`src/shared/fcr_params.svh`:
```
// register offsets, reset values and timing counts of the front-end configuration bank
`ifndef FCR_PARAMS_SVH
`define FCR_PARAMS_SVH
`define FCR_OFS_INIT        8'h00
`define FCR_OFS_VIDEO       8'h07
`define FCR_OFS_CONV_CLK    8'h08
`define FCR_OFS_SPARE_A     8'h09
`define FCR_OFS_SPARE_B     8'h0a
`define FCR_OFS_SPARE_C     8'h0b
`define FCR_OFS_VERSION     8'h0c
`define FCR_OFS_TW_LOW      8'h0d
`define FCR_OFS_FINE_GAIN   8'h0e
`define FCR_OFS_TX_PATH     8'h0f
`define FCR_OFS_P0_TW0      8'h10
`define FCR_OFS_P0_TW1      8'h11
`define FCR_OFS_P0_TW2      8'h12
`define FCR_OFS_P0_GAIN     8'h13
`define FCR_OFS_P1_TW0      8'h14
`define FCR_OFS_P1_TW1      8'h15
`define FCR_OFS_P1_TW2      8'h16
`define FCR_OFS_P1_GAIN     8'h17
`define FCR_MULT_RST        5'h08
`define FCR_MULT_BYPASS     5'h01
`define FCR_INIT_SRST_BIT   5
`define FCR_INIT_LSB_BIT    6
`define FCR_CONV_CLK_RST    8'h80
`define FCR_VIDEO_RST       8'h00
`define FCR_SPARE_RST       8'h00
`define FCR_TW_LOW_RST      8'h00
`define FCR_FINE_GAIN_RST   8'h00
`define FCR_TX_PATH_RST     8'h00
`define FCR_TUNING_RST      8'h00
`define FCR_GAIN_RST        8'h00
`define FCR_TX_PROFILE_BIT  5
`define FCR_LOCK_CYCLES     200
`endif

```
`src/shared/fcr_pkg.sv`:
```
// types of the front-end configuration bank
package fcr_pkg;
  typedef enum logic [3:0] {
    FCR_IDLE  = 4'b0001,
    FCR_INSTR = 4'b0010,
    FCR_WDATA = 4'b0100,
    FCR_RDATA = 4'b1000
  } fcr_state_t;

  typedef struct packed {
    logic [7:0] init;
    logic [7:0] video;
    logic [7:0] conv_clk;
    logic [7:0] spare_a;
    logic [7:0] spare_b;
    logic [7:0] spare_c;
    logic [7:0] tw_low;
    logic [7:0] fine_gain;
    logic [7:0] tx_path;
    logic [7:0] p0_tw0;
    logic [7:0] p0_tw1;
    logic [7:0] p0_tw2;
    logic [7:0] p0_gain;
    logic [7:0] p1_tw0;
    logic [7:0] p1_tw1;
    logic [7:0] p1_tw2;
    logic [7:0] p1_gain;
  } fcr_regs_t;

  typedef struct packed {
    logic [25:0] tuning_word;
    logic [3:0]  coarse_gain;
    logic [3:0]  fine_gain;
  } fcr_profile_t;
endpackage

```
`src/verilog/fcr_bank.sv`:
```
// configuration register bank with serial port, clock multiplier status and profiles
`timescale 1ns/1ps
`include "fcr_params.svh"

module fcr_bank #(
  parameter int          LOCK_CYCLES = `FCR_LOCK_CYCLES,
  parameter logic [7:0]  DIE_VERSION = 8'h01   // value arbitrary
) (
  input  wire logic                 core_clk,
  input  wire logic                 sys_rst,
  input  wire logic                 reset_pin_n,
  input  wire logic                 sport_cs_n,
  input  wire logic                 sport_sclk,
  input  wire logic                 sport_sdi,
  output logic                      sport_sdo,
  output logic                      sport_sdo_oe_n,
  output logic [4:0]                clock_multiplier,
  output logic                      pll_bypass,
  output logic                      sysclk_stable,
  output logic                      chip_restart,
  output logic                      lsb_first,
  output logic                      sdio_bidir,
  output logic [7:0]                video_input_config,
  output logic [7:0]                converter_clock_config,
  output logic [7:0]                transmit_path_config,
  output logic [3:0]                output_fine_gain,
  output logic                      active_profile,
  output fcr_pkg::fcr_profile_t     profile0,
  output fcr_pkg::fcr_profile_t     profile1
);

  typedef struct packed {
    logic [1:0]          rst_sync;
    logic [2:0]          cs_sync;
    logic [2:0]          sclk_sync;
    logic [1:0]          sdi_sync;
    fcr_pkg::fcr_state_t state;
    logic [2:0]          bit_cnt;
    logic [7:0]          shift;
    logic                rd;
    logic [7:0]          addr;
    fcr_pkg::fcr_regs_t  regs;
    logic [8:0]          lock_cnt;
    logic                sdo;
    logic                sdo_oe_n;
    logic                restart;
    logic                bypass;
    logic                stable;
    fcr_pkg::fcr_profile_t p0;
    fcr_pkg::fcr_profile_t p1;
  } fcr_core_t;

  localparam logic [8:0] LOCK_LAST = 9'(LOCK_CYCLES - 1);

  fcr_core_t cur_ff;
  fcr_core_t nxt_st;

  function automatic fcr_pkg::fcr_regs_t defaults(input logic [7:0] init_val);
    fcr_pkg::fcr_regs_t r;
    r.init      = init_val;
    r.video     = `FCR_VIDEO_RST;
    r.conv_clk  = `FCR_CONV_CLK_RST;
    r.spare_a   = `FCR_SPARE_RST;
    r.spare_b   = `FCR_SPARE_RST;
    r.spare_c   = `FCR_SPARE_RST;
    r.tw_low    = `FCR_TW_LOW_RST;
    r.fine_gain = `FCR_FINE_GAIN_RST;
    r.tx_path   = `FCR_TX_PATH_RST;
    r.p0_tw0    = `FCR_TUNING_RST;
    r.p0_tw1    = `FCR_TUNING_RST;
    r.p0_tw2    = `FCR_TUNING_RST;
    r.p0_gain   = `FCR_GAIN_RST;
    r.p1_tw0    = `FCR_TUNING_RST;
    r.p1_tw1    = `FCR_TUNING_RST;
    r.p1_tw2    = `FCR_TUNING_RST;
    r.p1_gain   = `FCR_GAIN_RST;
    return r;
  endfunction

  function automatic logic [7:0] read_reg(input fcr_pkg::fcr_regs_t r, input logic [7:0] a);
    logic [7:0] v;
    v = 8'h00;
    case (a)
      `FCR_OFS_INIT:      v = {r.init[7:6], 1'b0, r.init[4:0]};
      `FCR_OFS_VIDEO:     v = r.video;
      `FCR_OFS_CONV_CLK:  v = r.conv_clk;
      `FCR_OFS_SPARE_A:   v = r.spare_a;
      `FCR_OFS_SPARE_B:   v = r.spare_b;
      `FCR_OFS_SPARE_C:   v = r.spare_c;
      `FCR_OFS_VERSION:   v = DIE_VERSION;
      `FCR_OFS_TW_LOW:    v = r.tw_low;
      `FCR_OFS_FINE_GAIN: v = r.fine_gain;
      `FCR_OFS_TX_PATH:   v = r.tx_path;
      `FCR_OFS_P0_TW0:    v = r.p0_tw0;
      `FCR_OFS_P0_TW1:    v = r.p0_tw1;
      `FCR_OFS_P0_TW2:    v = r.p0_tw2;
      `FCR_OFS_P0_GAIN:   v = r.p0_gain;
      `FCR_OFS_P1_TW0:    v = r.p1_tw0;
      `FCR_OFS_P1_TW1:    v = r.p1_tw1;
      `FCR_OFS_P1_TW2:    v = r.p1_tw2;
      `FCR_OFS_P1_GAIN:   v = r.p1_gain;
      default:            v = 8'h00;
    endcase
    return v;
  endfunction

  logic       sclk_rise;
  logic       sclk_fall;
  logic       cs_act;
  logic       cs_start;
  logic [7:0] shifted;
  logic       sb;

  // per-profile views of the held bytes
  logic [7:0]            prof_tw0  [2];
  logic [7:0]            prof_tw1  [2];
  logic [7:0]            prof_tw2  [2];
  logic [7:0]            prof_gain [2];
  logic [1:0]            prof_lsb  [2];
  fcr_pkg::fcr_profile_t prof_asm  [2];

  assign prof_tw0[0]  = cur_ff.regs.p0_tw0;
  assign prof_tw1[0]  = cur_ff.regs.p0_tw1;
  assign prof_tw2[0]  = cur_ff.regs.p0_tw2;
  assign prof_gain[0] = cur_ff.regs.p0_gain;
  assign prof_lsb[0]  = cur_ff.regs.tw_low[1:0];
  assign prof_tw0[1]  = cur_ff.regs.p1_tw0;
  assign prof_tw1[1]  = cur_ff.regs.p1_tw1;
  assign prof_tw2[1]  = cur_ff.regs.p1_tw2;
  assign prof_gain[1] = cur_ff.regs.p1_gain;
  assign prof_lsb[1]  = cur_ff.regs.tw_low[3:2];

  // gain byte: coarse nibble above fine nibble
  for (genvar p = 0; p < 2; p++) begin : g_prof
    assign prof_asm[p] = {prof_tw2[p], prof_tw1[p], prof_tw0[p], prof_lsb[p],
                          prof_gain[p]};
  end

  always_comb begin
    nxt_st = cur_ff;
    nxt_st.rst_sync  = {cur_ff.rst_sync[0], ~reset_pin_n};
    nxt_st.cs_sync   = {cur_ff.cs_sync[1:0], ~sport_cs_n};
    nxt_st.sclk_sync = {cur_ff.sclk_sync[1:0], sport_sclk};
    nxt_st.sdi_sync  = {cur_ff.sdi_sync[0], sport_sdi};
    nxt_st.restart   = 1'b0;
    sclk_rise = cur_ff.sclk_sync[1] & ~cur_ff.sclk_sync[2];
    sclk_fall = ~cur_ff.sclk_sync[1] & cur_ff.sclk_sync[2];
    cs_act    = cur_ff.cs_sync[1];
    cs_start  = cur_ff.cs_sync[1] & ~cur_ff.cs_sync[2];
    // new bits enter at the end matching the transfer order
    shifted = cur_ff.regs.init[`FCR_INIT_LSB_BIT]
            ? {cur_ff.sdi_sync[1], cur_ff.shift[7:1]}
            : {cur_ff.shift[6:0], cur_ff.sdi_sync[1]};
    sb    = cur_ff.regs.init[`FCR_INIT_LSB_BIT] ? cur_ff.shift[0] : cur_ff.shift[7];

    if (!cs_act) begin
      nxt_st.state    = fcr_pkg::FCR_IDLE;
      nxt_st.sdo_oe_n = 1'b1;
    end else begin
      case (cur_ff.state)
        fcr_pkg::FCR_IDLE: begin
          if (cs_start) begin
            nxt_st.state   = fcr_pkg::FCR_INSTR;
            nxt_st.bit_cnt = 3'd0;
          end
        end
        fcr_pkg::FCR_INSTR: begin
          if (sclk_rise) begin
            nxt_st.shift   = shifted;
            nxt_st.bit_cnt = cur_ff.bit_cnt + 3'd1;
            if (cur_ff.bit_cnt == 3'd7) begin
              // instruction: read flag in bit 7, register address in low bits
              nxt_st.rd   = shifted[7];
              nxt_st.addr = {3'b000, shifted[4:0]};
              if (shifted[7]) begin
                nxt_st.state = fcr_pkg::FCR_RDATA;
                nxt_st.shift = read_reg(cur_ff.regs, {3'b000, shifted[4:0]});
              end else begin
                nxt_st.state = fcr_pkg::FCR_WDATA;
              end
            end
          end
        end
        fcr_pkg::FCR_WDATA: begin
          if (sclk_rise) begin
            nxt_st.shift   = shifted;
            nxt_st.bit_cnt = cur_ff.bit_cnt + 3'd1;
            if (cur_ff.bit_cnt == 3'd7) begin
              nxt_st.state = fcr_pkg::FCR_IDLE;
              case (cur_ff.addr)
                `FCR_OFS_INIT: begin
                  if (shifted[`FCR_INIT_SRST_BIT]) begin
                    // software reset spares initialization_control entirely
                    nxt_st.regs    = defaults(cur_ff.regs.init);
                    nxt_st.restart = 1'b1;
                  end else begin
                    nxt_st.regs.init = {shifted[7:6], 1'b0, shifted[4:0]};
                  end
                end
                `FCR_OFS_VIDEO:     nxt_st.regs.video     = shifted;
                `FCR_OFS_CONV_CLK:  nxt_st.regs.conv_clk  = shifted;
                `FCR_OFS_SPARE_A:   nxt_st.regs.spare_a   = shifted;
                `FCR_OFS_SPARE_B:   nxt_st.regs.spare_b   = shifted;
                `FCR_OFS_SPARE_C:   nxt_st.regs.spare_c   = shifted;
                `FCR_OFS_TW_LOW:    nxt_st.regs.tw_low    = shifted;
                `FCR_OFS_FINE_GAIN: nxt_st.regs.fine_gain = shifted;
                `FCR_OFS_TX_PATH:   nxt_st.regs.tx_path   = shifted;
                `FCR_OFS_P0_TW0:    nxt_st.regs.p0_tw0    = shifted;
                `FCR_OFS_P0_TW1:    nxt_st.regs.p0_tw1    = shifted;
                `FCR_OFS_P0_TW2:    nxt_st.regs.p0_tw2    = shifted;
                `FCR_OFS_P0_GAIN:   nxt_st.regs.p0_gain   = shifted;
                `FCR_OFS_P1_TW0:    nxt_st.regs.p1_tw0    = shifted;
                `FCR_OFS_P1_TW1:    nxt_st.regs.p1_tw1    = shifted;
                `FCR_OFS_P1_TW2:    nxt_st.regs.p1_tw2    = shifted;
                `FCR_OFS_P1_GAIN:   nxt_st.regs.p1_gain   = shifted;
                default:            nxt_st.regs           = cur_ff.regs;
              endcase
            end
          end
        end
        fcr_pkg::FCR_RDATA: begin
          if (sclk_fall) begin
            nxt_st.sdo      = sb;
            nxt_st.sdo_oe_n = 1'b0;
          end
          if (sclk_rise) begin
            nxt_st.shift   = cur_ff.regs.init[`FCR_INIT_LSB_BIT]
                           ? {1'b0, cur_ff.shift[7:1]} : {cur_ff.shift[6:0], 1'b0};
            nxt_st.bit_cnt = cur_ff.bit_cnt + 3'd1;
            if (cur_ff.bit_cnt == 3'd7) begin
              nxt_st.state = fcr_pkg::FCR_IDLE;
            end
          end
        end
        default: nxt_st.state = fcr_pkg::FCR_IDLE;
      endcase
    end

    // profile words follow the held bytes, each byte write showing one cycle later
    nxt_st.p0 = prof_asm[0];
    nxt_st.p1 = prof_asm[1];

    if (cur_ff.rst_sync[1]) begin
      nxt_st.regs     = defaults({3'b000, `FCR_MULT_RST});
      nxt_st.state    = fcr_pkg::FCR_IDLE;
      nxt_st.sdo_oe_n = 1'b1;
    end

    // lock timer restarts on any change of the multiplier, pin reset included
    if (nxt_st.regs.init[4:0] != cur_ff.regs.init[4:0]) begin
      nxt_st.lock_cnt = 9'd0;
    end else if (cur_ff.lock_cnt != LOCK_LAST + 9'd1) begin
      nxt_st.lock_cnt = cur_ff.lock_cnt + 9'd1;
    end

    // status outputs taken from flops, free of decode glitches
    nxt_st.bypass = (nxt_st.regs.init[4:0] == `FCR_MULT_BYPASS);
    nxt_st.stable = (nxt_st.lock_cnt == LOCK_LAST + 9'd1);
  end

  always_ff @(posedge core_clk or posedge sys_rst) begin
    if (sys_rst) begin
      cur_ff            <= '0;
      cur_ff.cs_sync    <= 3'b000;
      cur_ff.sclk_sync  <= 3'b000;
      cur_ff.state      <= fcr_pkg::FCR_IDLE;
      cur_ff.regs.init  <= {3'b000, `FCR_MULT_RST};
      cur_ff.regs.conv_clk <= `FCR_CONV_CLK_RST;
      cur_ff.sdo_oe_n   <= 1'b1;
    end else begin
      cur_ff <= nxt_st;
    end
  end

  assign sport_sdo              = cur_ff.sdo;
  assign sport_sdo_oe_n         = cur_ff.sdo_oe_n;
  assign clock_multiplier       = cur_ff.regs.init[4:0];
  assign pll_bypass             = cur_ff.bypass;
  assign sysclk_stable          = cur_ff.stable;
  assign chip_restart           = cur_ff.restart;
  assign lsb_first              = cur_ff.regs.init[`FCR_INIT_LSB_BIT];
  assign sdio_bidir             = cur_ff.regs.init[7];
  assign video_input_config     = cur_ff.regs.video;
  assign converter_clock_config = cur_ff.regs.conv_clk;
  assign transmit_path_config   = cur_ff.regs.tx_path;
  assign output_fine_gain       = cur_ff.regs.fine_gain[3:0];
  assign active_profile         = cur_ff.regs.tx_path[`FCR_TX_PROFILE_BIT];
  assign profile0               = cur_ff.p0;
  assign profile1               = cur_ff.p1;

endmodule // fcr_bank

```
`config.mk`:
```
export PLATFORM = sky130hd
export DESIGN_NAME = fcr_bank
export DESIGN_NICKNAME = d
export VERILOG_FILES = /design/src/shared/fcr_pkg.sv /design/src/verilog/fcr_bank.sv
export VERILOG_INCLUDE_DIRS = /design/src /design/src/shared
export SDC_FILE = /design/constraint.sdc
export NUM_CORES = 1
export LEC_CHECK = 0
export ABC_AREA = 1
export BUFFER_PORTS_ARGS = -buffer_cell sky130_fd_sc_hd__buf_2
export CELL_PAD_IN_SITES_DETAIL_PLACEMENT = 1
export CELL_PAD_IN_SITES_GLOBAL_PLACEMENT = 1
export CORE_UTILIZATION = 47
export CTS_BUF_LIST = sky130_fd_sc_hd__clkbuf_8
export DETAILED_ROUTE_END_ITERATION = 7
export PLACE_DENSITY = 0.95
export SETUP_SLACK_MARGIN = 0.3
export SLEW_MARGIN = 25
export SYNTH_ARGS = -nofsm -noshare
export SYNTH_HDL_FRONTEND = slang
export SYNTH_SLANG_ARGS = --single-unit
```
`constraint.sdc`:
```
create_clock -name core_clk -period 10.15 [get_ports core_clk]
set_clock_uncertainty 0.2 [all_clocks]
set_input_delay 2.5375 -clock core_clk [delete_from_list [all_inputs] [get_ports core_clk]]
set_output_delay 2.5375 -clock core_clk [all_outputs]
set_load 0.02 [all_outputs]
```
==> results of run 1 <==
how the worst max path moves through the flow:
stage	start	cells after the start	endpoint	slack [ns]
after global placement	sys_rst	3	cur_ff[239]	5.78
after floorplan	sys_rst	1	chip_restart	0.63
final	lsb_first	1	lsb_first	5.86
after global routing	lsb_first	1	lsb_first	5.79
after detailed placement	sys_rst	3	cur_ff[241]	5.72
after CTS	lsb_first	1	lsb_first	5.86
state kept, by name, summed over array words and instances (netlist names), 4 cells and up:
| name | count |
|---|---|
| profile0 | 34 |
| output_fine_gain | 4 |
| profile1 | 34 |
| clock_multiplier | 5 |
| transmit_path_config | 8 |
| video_input_config | 8 |
| converter_clock_config | 8 |
| cur_ff | 138 |
Yosys cell counts (2+ instances only):
master      n  share of area
nor2_4      5         0.0051
xor2_1      6         0.0048
nand2_1   313           0.11
inv_2       8         0.0027
o211ai_1    5         0.0034
inv_1     122          0.042
nor3_1     16         0.0073
nand4_1    16         0.0091
a21oi_1    34          0.016
buf_6       2         0.0021
buf_2       6         0.0027
buf_4     101          0.069
o21ai_2     3         0.0024
dfstp_2     4         0.0096
a32o_1      3         0.0027
o22ai_1    28          0.016
nand3_1    52          0.024
a211oi_1    3         0.0021
ha_1        4         0.0046
o21ai_1     5         0.0023
a41oi_1     2         0.0016
a22o_1      2         0.0016
and3_1      2         0.0011
nor2_2      4         0.0023
nor4_1      3         0.0017
nand2_2     2         0.0011
clkbuf_1    5         0.0017
xnor2_1     2         0.0016
nor2_1     80          0.027
dfrtp_1   243           0.56
o21ai_0   128          0.059
placed cells by master (no fill, tap or decap), types with 28 or more instances in the layout:
cell type	synthesis	routed
clkbuf_8	0	54
nor2_1	80	80
o21ai_0	128	128
dfrtp_1	243	243
nand3_1	52	52
buf_2	6	114
nand2_1	313	313
inv_1	122	130
a21oi_1	34	34
o22ai_1	28	28
report_power, final:
part / leakage (uW) / internal [uW] / switching, uW
Combinational: 0.00217 / 42.0 / 115
Clock: 0.000470 / 502 / 406
Sequential: 0.00340 / 1010 / 23.4
Total: 0.00604 / 1550 / 545
cells by family (layout without fill, tap and decap cells):
logic type,Yosys count,after routing,share of synthesized area
DFF,247,247,0.565
AOI/OAI and AO/OA,217,217,0.111
adders and majority gates,4,4,0.00457
and+or+nand+nor,498,498,0.192
xor gates and xnor gates,8,8,0.00640
buffers and inverters,245,318,0.121
metal layers:
layer	track usage	wire, um	vias up
li1	-	-	3949
met1	0.347	13200	4609
met2	0.501	17100	402
met3	0.0513	2240	121
met4	0.154	1740	0
met5	0	0	-
through the flow:
stage	power (uW)	hold slack, ns	instance area, um2
6_report	2100	0.147	11900
5_1_grt	2160	0.153	11900
4_1_cts	2110	0.150	11900
3_5_place_dp	1200	0.136	11100
3_3_place_gp	1190	0.132	11100
2_1_floorplan	1160	0.131	10900
cell type report:
class / instances / area, um2 / area share
clock buffers: 54 / 743 / 0.0624
well taps: 285 / 357 / 0.0299
flip-flops and latches: 247 / 6190 / 0.519
inverters: 130 / 495 / 0.0416
clock inverters: 18 / 111 / 0.00935
repair buffers: 116 / 586 / 0.0491
multi-input cells: 727 / 3440 / 0.288
==> results.md, run 1 <==
* Pre-CTS setup slack at 5.72 ns
* Row count at 55
* Core region area at 22700 um2
* Layout Cells excl Fill at 1577
* H-tree depth at 2
* NumNets Final at 1273
* Final setup fails at 0
* Cells along the critical path: buf_2
* Post-CTS setup buffers at 0
* # clock sinks at 247
* Post-Syn Instances at 1219
* RR Startpoint: lsb_first
* Fin crit period at 4.29 ns
* Unrepaired setup endpoints after global routing: no
* Hold-fix buffer count after cts at 0
* Dpl cells at 1505
* Critical hold path startpoint: cur_ff[244]
* Mapped Area at 10900 um2
* Critical path's slowest cell: dfrtp_1
* CP peak stage delay at 0.72 ns
* CP required at 7.41 ns
* Pwr dens at 176 nW/um2
* DR iter-0 viols at 710
* Vias/cell at 5.76
* Clock Latency Late Sink at 0.55 ns
* Hold Path Sink: cur_ff[245]
* CP top delay family: flip-flops
* Final hold viol count at 0
* Yosys Warn Count at 0
* Hpwl dp at 23500 um
* Setup TNS at 0 ns
* Overflow after GRT at 0
* Die X at 155 um
* Sequential fraction of the synthesis area at 0.565
* Async SR Flop Fraction at 1.00
* Crit path kind: flop to primary output
* Ports at 115
* Setup ws final at 5.86 ns
* CTS tree: built
* Period Utilization, post-route at 0.423
* Reg2Reg Depth at 12
* Largest net degree at the start of global routing at 125
* Least-Margin Pin Slew at 1.11 ns
* Post-layout util at 0.525
* Worst EP arrival at 1.55 ns
* Status: finished clean
* Post-CTS sizing at 0
* Crit Reg-Reg Endpoint: cur_ff[227]
* Root buffer cell: clkbuf_8
* Peak supply drop at 0.0940 mV
* Slew headroom at 0.259
* Setup crit start kind: flop
* Final slew viol count at 0
* Detailed-route DRC error count at 0
* #FFs+latches synth at 247
* Crit. End Element: primary output
* Initial antenna violation count at 0
* Antenna violation net count after detailed routing at 0
* Port Buffer Count at 114
* Clock-pin slew on the worst setup and hold paths at 0.07 ns
* Post-synth EDFFs at 0
* Synth Area per Inst at 8.98 um2
* Crit-path max FO at 14
* Number of global-route vias before repair at 9485
* Die height at 155 um
* Hold Crit Class: flop to flop
* Layout cells sized above 1 at 0.165
* N_diodes at 0
* Synth unique cells at 41
* GRT Total Usage at 0.290
* Syn nets at 1229
* Most used DFF post-synth: dfrtp_1
* WHS Path Cells at 0
* Total CTS buffers at 41
* Area growth syn-to-layout at 8.86%
* FF-to-FF setup slack at 6.49 ns
* FMAX at 0.233 GHz
* Leakage at 0.00604 uW
* Final Wtd Congestion at 0.958
* DRT Pass-1 Iters at 5
* Routed WL per cell at 21.7 um
* Die footprint at 23900 um2
* Clk buf depth at 3
* Critical path buffers and inverters at 1
* Fill cells at 2671
* Final Routed Wirelength at 34200 um
* Starting density of the core at 0.482
* Global-route wire length before repair at 53100 um
* Max Cap Viol at 0
* Vias at 9081
Note: power is estimated with default switching activity, not from simulation.
==> inputs of run 2 (changes only) <==
--- a/config.mk
+++ b/config.mk
@@ -6,14 +6,14 @@
 export SDC_FILE = /design/constraint.sdc
 export NUM_CORES = 1
 export LEC_CHECK = 0
-export ABC_AREA = 1
+export ABC_AREA = 0
 export BUFFER_PORTS_ARGS = -buffer_cell sky130_fd_sc_hd__buf_2
 export CELL_PAD_IN_SITES_DETAIL_PLACEMENT = 1
 export CELL_PAD_IN_SITES_GLOBAL_PLACEMENT = 1
-export CORE_UTILIZATION = 47
+export CORE_UTILIZATION = 48
 export CTS_BUF_LIST = sky130_fd_sc_hd__clkbuf_8
 export DETAILED_ROUTE_END_ITERATION = 7
-export PLACE_DENSITY = 0.95
+export PLACE_DENSITY = 0.94
 export SETUP_SLACK_MARGIN = 0.3
 export SLEW_MARGIN = 25
 export SYNTH_ARGS = -nofsm -noshare
==> constraint.sdc (replaced) <==
create_clock -name core_clk -period 4.45 [get_ports core_clk]
set_clock_uncertainty 0.2 [all_clocks]
set_input_delay 1.1125 -clock core_clk [delete_from_list [all_inputs] [get_ports core_clk]]
set_output_delay 1.1125 -clock core_clk [all_outputs]
set_load 0.02 [all_outputs]
==> run 2 against run 1 <==
  * Utilization increased by 0.46 points
  * Critical path type is now flop to flop
  * Synthesized cell count fell by 9.4%
  * Sequential power is 130% higher
  * Worst hold slack gained 0.0016 ns
  * Flip-flop and latch count unchanged
  * Worst setup slack got worse by 4.9 ns
  * Cell count decreased by 8.2%
  * First-iteration DRC count increased by 61%
  * Critical endpoint is now converter_clock_config[1]
==> results.md, run 2 <==
* CP top delay family: flip-flops
* Hold Crit Class: flop to flop
* Vias at 9209 (+1.4%)
* FF-to-FF setup slack at 1.01 ns (-5.48 ns)
* Largest reg by FF count: cur_ff
* Clk buf depth at 3 (unchanged)
* Port Buffer Count at 114 (unchanged)
* Antenna violation net count after detailed routing at 0 (unchanged)
* DRT Pass-1 Iters at 6 (+1)
* Post-CTS setup buffers at 0 (unchanged)
* Die X at 155 um (+0.25%)
* Fill cells at 2499 (-6.4%)
* Max FFs per register at 138 (unchanged)
* Final hold viol count at 0 (unchanged)
* Most numerous cell on the critical path: o21ai_1
* Area growth syn-to-layout at 7.31%
* Clk pwr share at 0.428 (-0.005)
* Crit path kind: flop to flop
* Final slew viol count at 0 (unchanged)
* Crit. End Element: flop
* RR Startpoint: lsb_first
* Int Power at 3410 uW (+120%)
* Critical path's slowest cell: dfrtp_1
* Unrepaired setup endpoints after global routing: no
* Clock Latency Late Sink at 0.59 ns (+0.04 ns)
* NumNets Final at 1119 (-12%)
* # clock sinks at 247 (unchanged)
* Sequential fraction of the synthesis area at 0.551 (-0.0145)
* Row count at 55 (unchanged)
* Overflow after GRT at 0 (unchanged)
* Root buffer cell: clkbuf_8
* Async SR Flop Fraction at 1.00 (unchanged)
* FMAX at 0.291 GHz
* Hpwl dp at 25400 um (+8.0%)
* Pre-CTS setup slack at 1.14 ns (-4.58 ns)
* Final Wtd Congestion at 0.950 (-0.81%)
* #FFs+latches synth at 247 (unchanged)
* Crit. Startpoint: lsb_first
* Leakage at 0.00566 uW (-6.3%)
* Cells along the critical path: buf_4 -> mux2i_2 -> and3_1 -> o21ai_1 -> buf_4 -> o21ai_1 -> nand2_1 -> o21ai_1
* Detailed-route DRC error count at 0 (unchanged)
* Setup TNS at 0 ns (unchanged)
* Final setup fails at 0 (unchanged)
* Syn nets at 1114 (-9.4%)
* Layout Cells excl Fill at 1447 (-8.2%)
* Number of global-route vias before repair at 9431 (-0.57%)
* Max Cap Viol at 0 (unchanged)
* Status: finished clean
* Pwr dens at 381 nW/um2 (+120%)
* Net Sw Power at 1180 uW (+120%)
* Most used DFF post-synth: dfrtp_1
* Most frequent cell after synthesis: dfrtp_1
* Final Routed Wirelength at 37000 um (+7.9%)
* Most area-consuming cells after synthesis: dfrtp_1, buf_4, o21ai_0
* N_diodes at 0 (unchanged)
* Setup ws final at 1.01 ns (-4.85 ns)
* Layout cells sized above 1 at 0.190 (+0.0256)
* Yosys Warn Count at 0 (unchanged)
* Dpl cells at 1380 (-8.3%)
* Fin crit period at 3.44 ns
* Sequential group share of total power at 0.512 (+0.020)
* Post-synth top area cell: dfrtp_1
* Ports at 115 (unchanged)
* Crit-path max FO at 24 (+10)
* GRT Total Usage at 0.313 (+0.0227)
* Top-area cell type share of the netlist area at 0.541 (-0.0143)
* Die height at 155 um (+0.25%)
* Post-Syn Instances at 1104 (-9.4%)
* Highest-count cells in the layout ignoring fill and taps: dfrtp_1, nand2_1, o21ai_0
* Routed WL per cell at 25.5 um (+18%)
* Total CTS buffers at 40 (-2.4%)
* Clock-pin slew on the worst setup and hold paths at 0.07 ns (about the same)
* DR iter-0 viols at 1146 (+61%)
* Die footprint at 24000 um2 (+0.50%)
* Peak supply drop at 0.179 mV (+91%)
* H-tree depth at 2 (unchanged)
* CTS tree: built
* Synth Area per Inst at 10.2 um2 (+13%)
* CP required at 4.71 ns (-2.70 ns)
* Top post-synthesis cells by count: dfrtp_1, nand2_1, o21ai_0, buf_4, nor2_1
* Switching Share at 0.258 (-0.00194)
* Critical hold path startpoint: cur_ff[250]
* Setup crit start kind: flop
* Mapped Area at 11200 um2 (+2.6%)
* Slew headroom at 0.331 (+0.0723)
* Worst EP arrival at 3.70 ns (+2.15 ns)
* Hold-fix buffer count after cts at 0 (unchanged)
* Initial antenna violation count at 0 (unchanged)
* Global-route wire length before repair at 56400 um (+6.2%)
* Largest net degree at the start of global routing at 111 (-11%)
* Core region area at 22800 um2 (+0.30%)
* Post-CTS sizing at 0 (unchanged)
* Starting density of the core at 0.493 (+0.0112)
* Synth unique cells at 78 (+90%)
* Period Utilization, post-route at 0.773
* CP peak stage delay at 0.82 ns (+0.10 ns)
* Critical path buffers and inverters at 2 (+1)
* Hold slack final at 0.149 ns (+0.00161 ns)
* Least-Margin Pin Slew at 1.00 ns (-0.105 ns)
* Commonest non-fill, non-tap cell in the layout: dfrtp_1
* Post-synth EDFFs at 0 (unchanged)
* Gate power share at 0.061 (-0.014)
* Vias/cell at 6.36 (+11%)
[run 2: final cells by class]
type | count | area (um2) | area share
Tap cell | 313 | 392 | 0.0325
Multi-Input combinational cell | 667 | 3870 | 0.321
Clock inverter | 16 | 97.6 | 0.00810
Clock buffer | 51 | 702 | 0.0582
Inverter | 27 | 105 | 0.00872
Timing Repair Buffer | 126 | 698 | 0.0579
Sequential cell | 247 | 6190 | 0.513
[run 2: logic make-up after synthesis]
kind of cell,synth area share
muxes,0.0156
and+or+nand+nor,0.138
AOI/OAI and AO/OA,0.180
buffers and inverters,0.104
xor gates and xnor gates,0.00702
DFF,0.551
adders and majority gates,0.00446
[run 2: worst reg2reg max path, cell delays in order, from the launching register on]
cell and delay (ns):
dfrtp_1 0.82, buf_4 0.40, mux2i_2 0.41, and3_1 0.37, o21ai_1 0.12, buf_4 0.22, o21ai_1 0.49, nand2_1 0.16
o21ai_1 0.14
[run 2: worst paths after layout]
path / end / depth (start not counted)
setup / recovery: converter_clock_config[1] / 8
hold / removal: cur_ff[251] / 0
setup reg to reg: converter_clock_config[1] / 8
hold reg to reg: cur_ff[251] / 0
max in group asynchronous: cur_ff[234] / 3
min in group asynchronous: profile0[13] / 2
[run 2: per-layer routing]
metal | share of wire | track usage | up-vias
li1 | - | - | 3792
met1 | 0.39 | 0.415 | 4595
met2 | 0.46 | 0.483 | 655
met3 | 0.10 | 0.0621 | 167
met4 | 0.056 | 0.176 | 0
met5 | 0 | 0 | -
[run 2: power by group through the flow]
stage          registers (uW)  clock network (uW)  logic (uW)
6_report                 2350                1960         278
3_5_place_dp             2390                   0         275
3_3_place_gp             2380                   0         260
4_1_cts                  2350                1980         278
5_1_grt                  2350                2070         309
2_1_floorplan            2360                   0         217
[run 2: through the flow]
stage | util | area (um2) | total power [uW]
2_1_floorplan | - | 11200 | 2570
3_3_place_gp | 0.494 | 11300 | 2640
3_5_place_dp | 0.494 | 11300 | 2660
4_1_cts | 0.529 | 12100 | 4610
5_1_grt | 0.529 | 12100 | 4740
6_report | 0.529 | 12100 | 4590
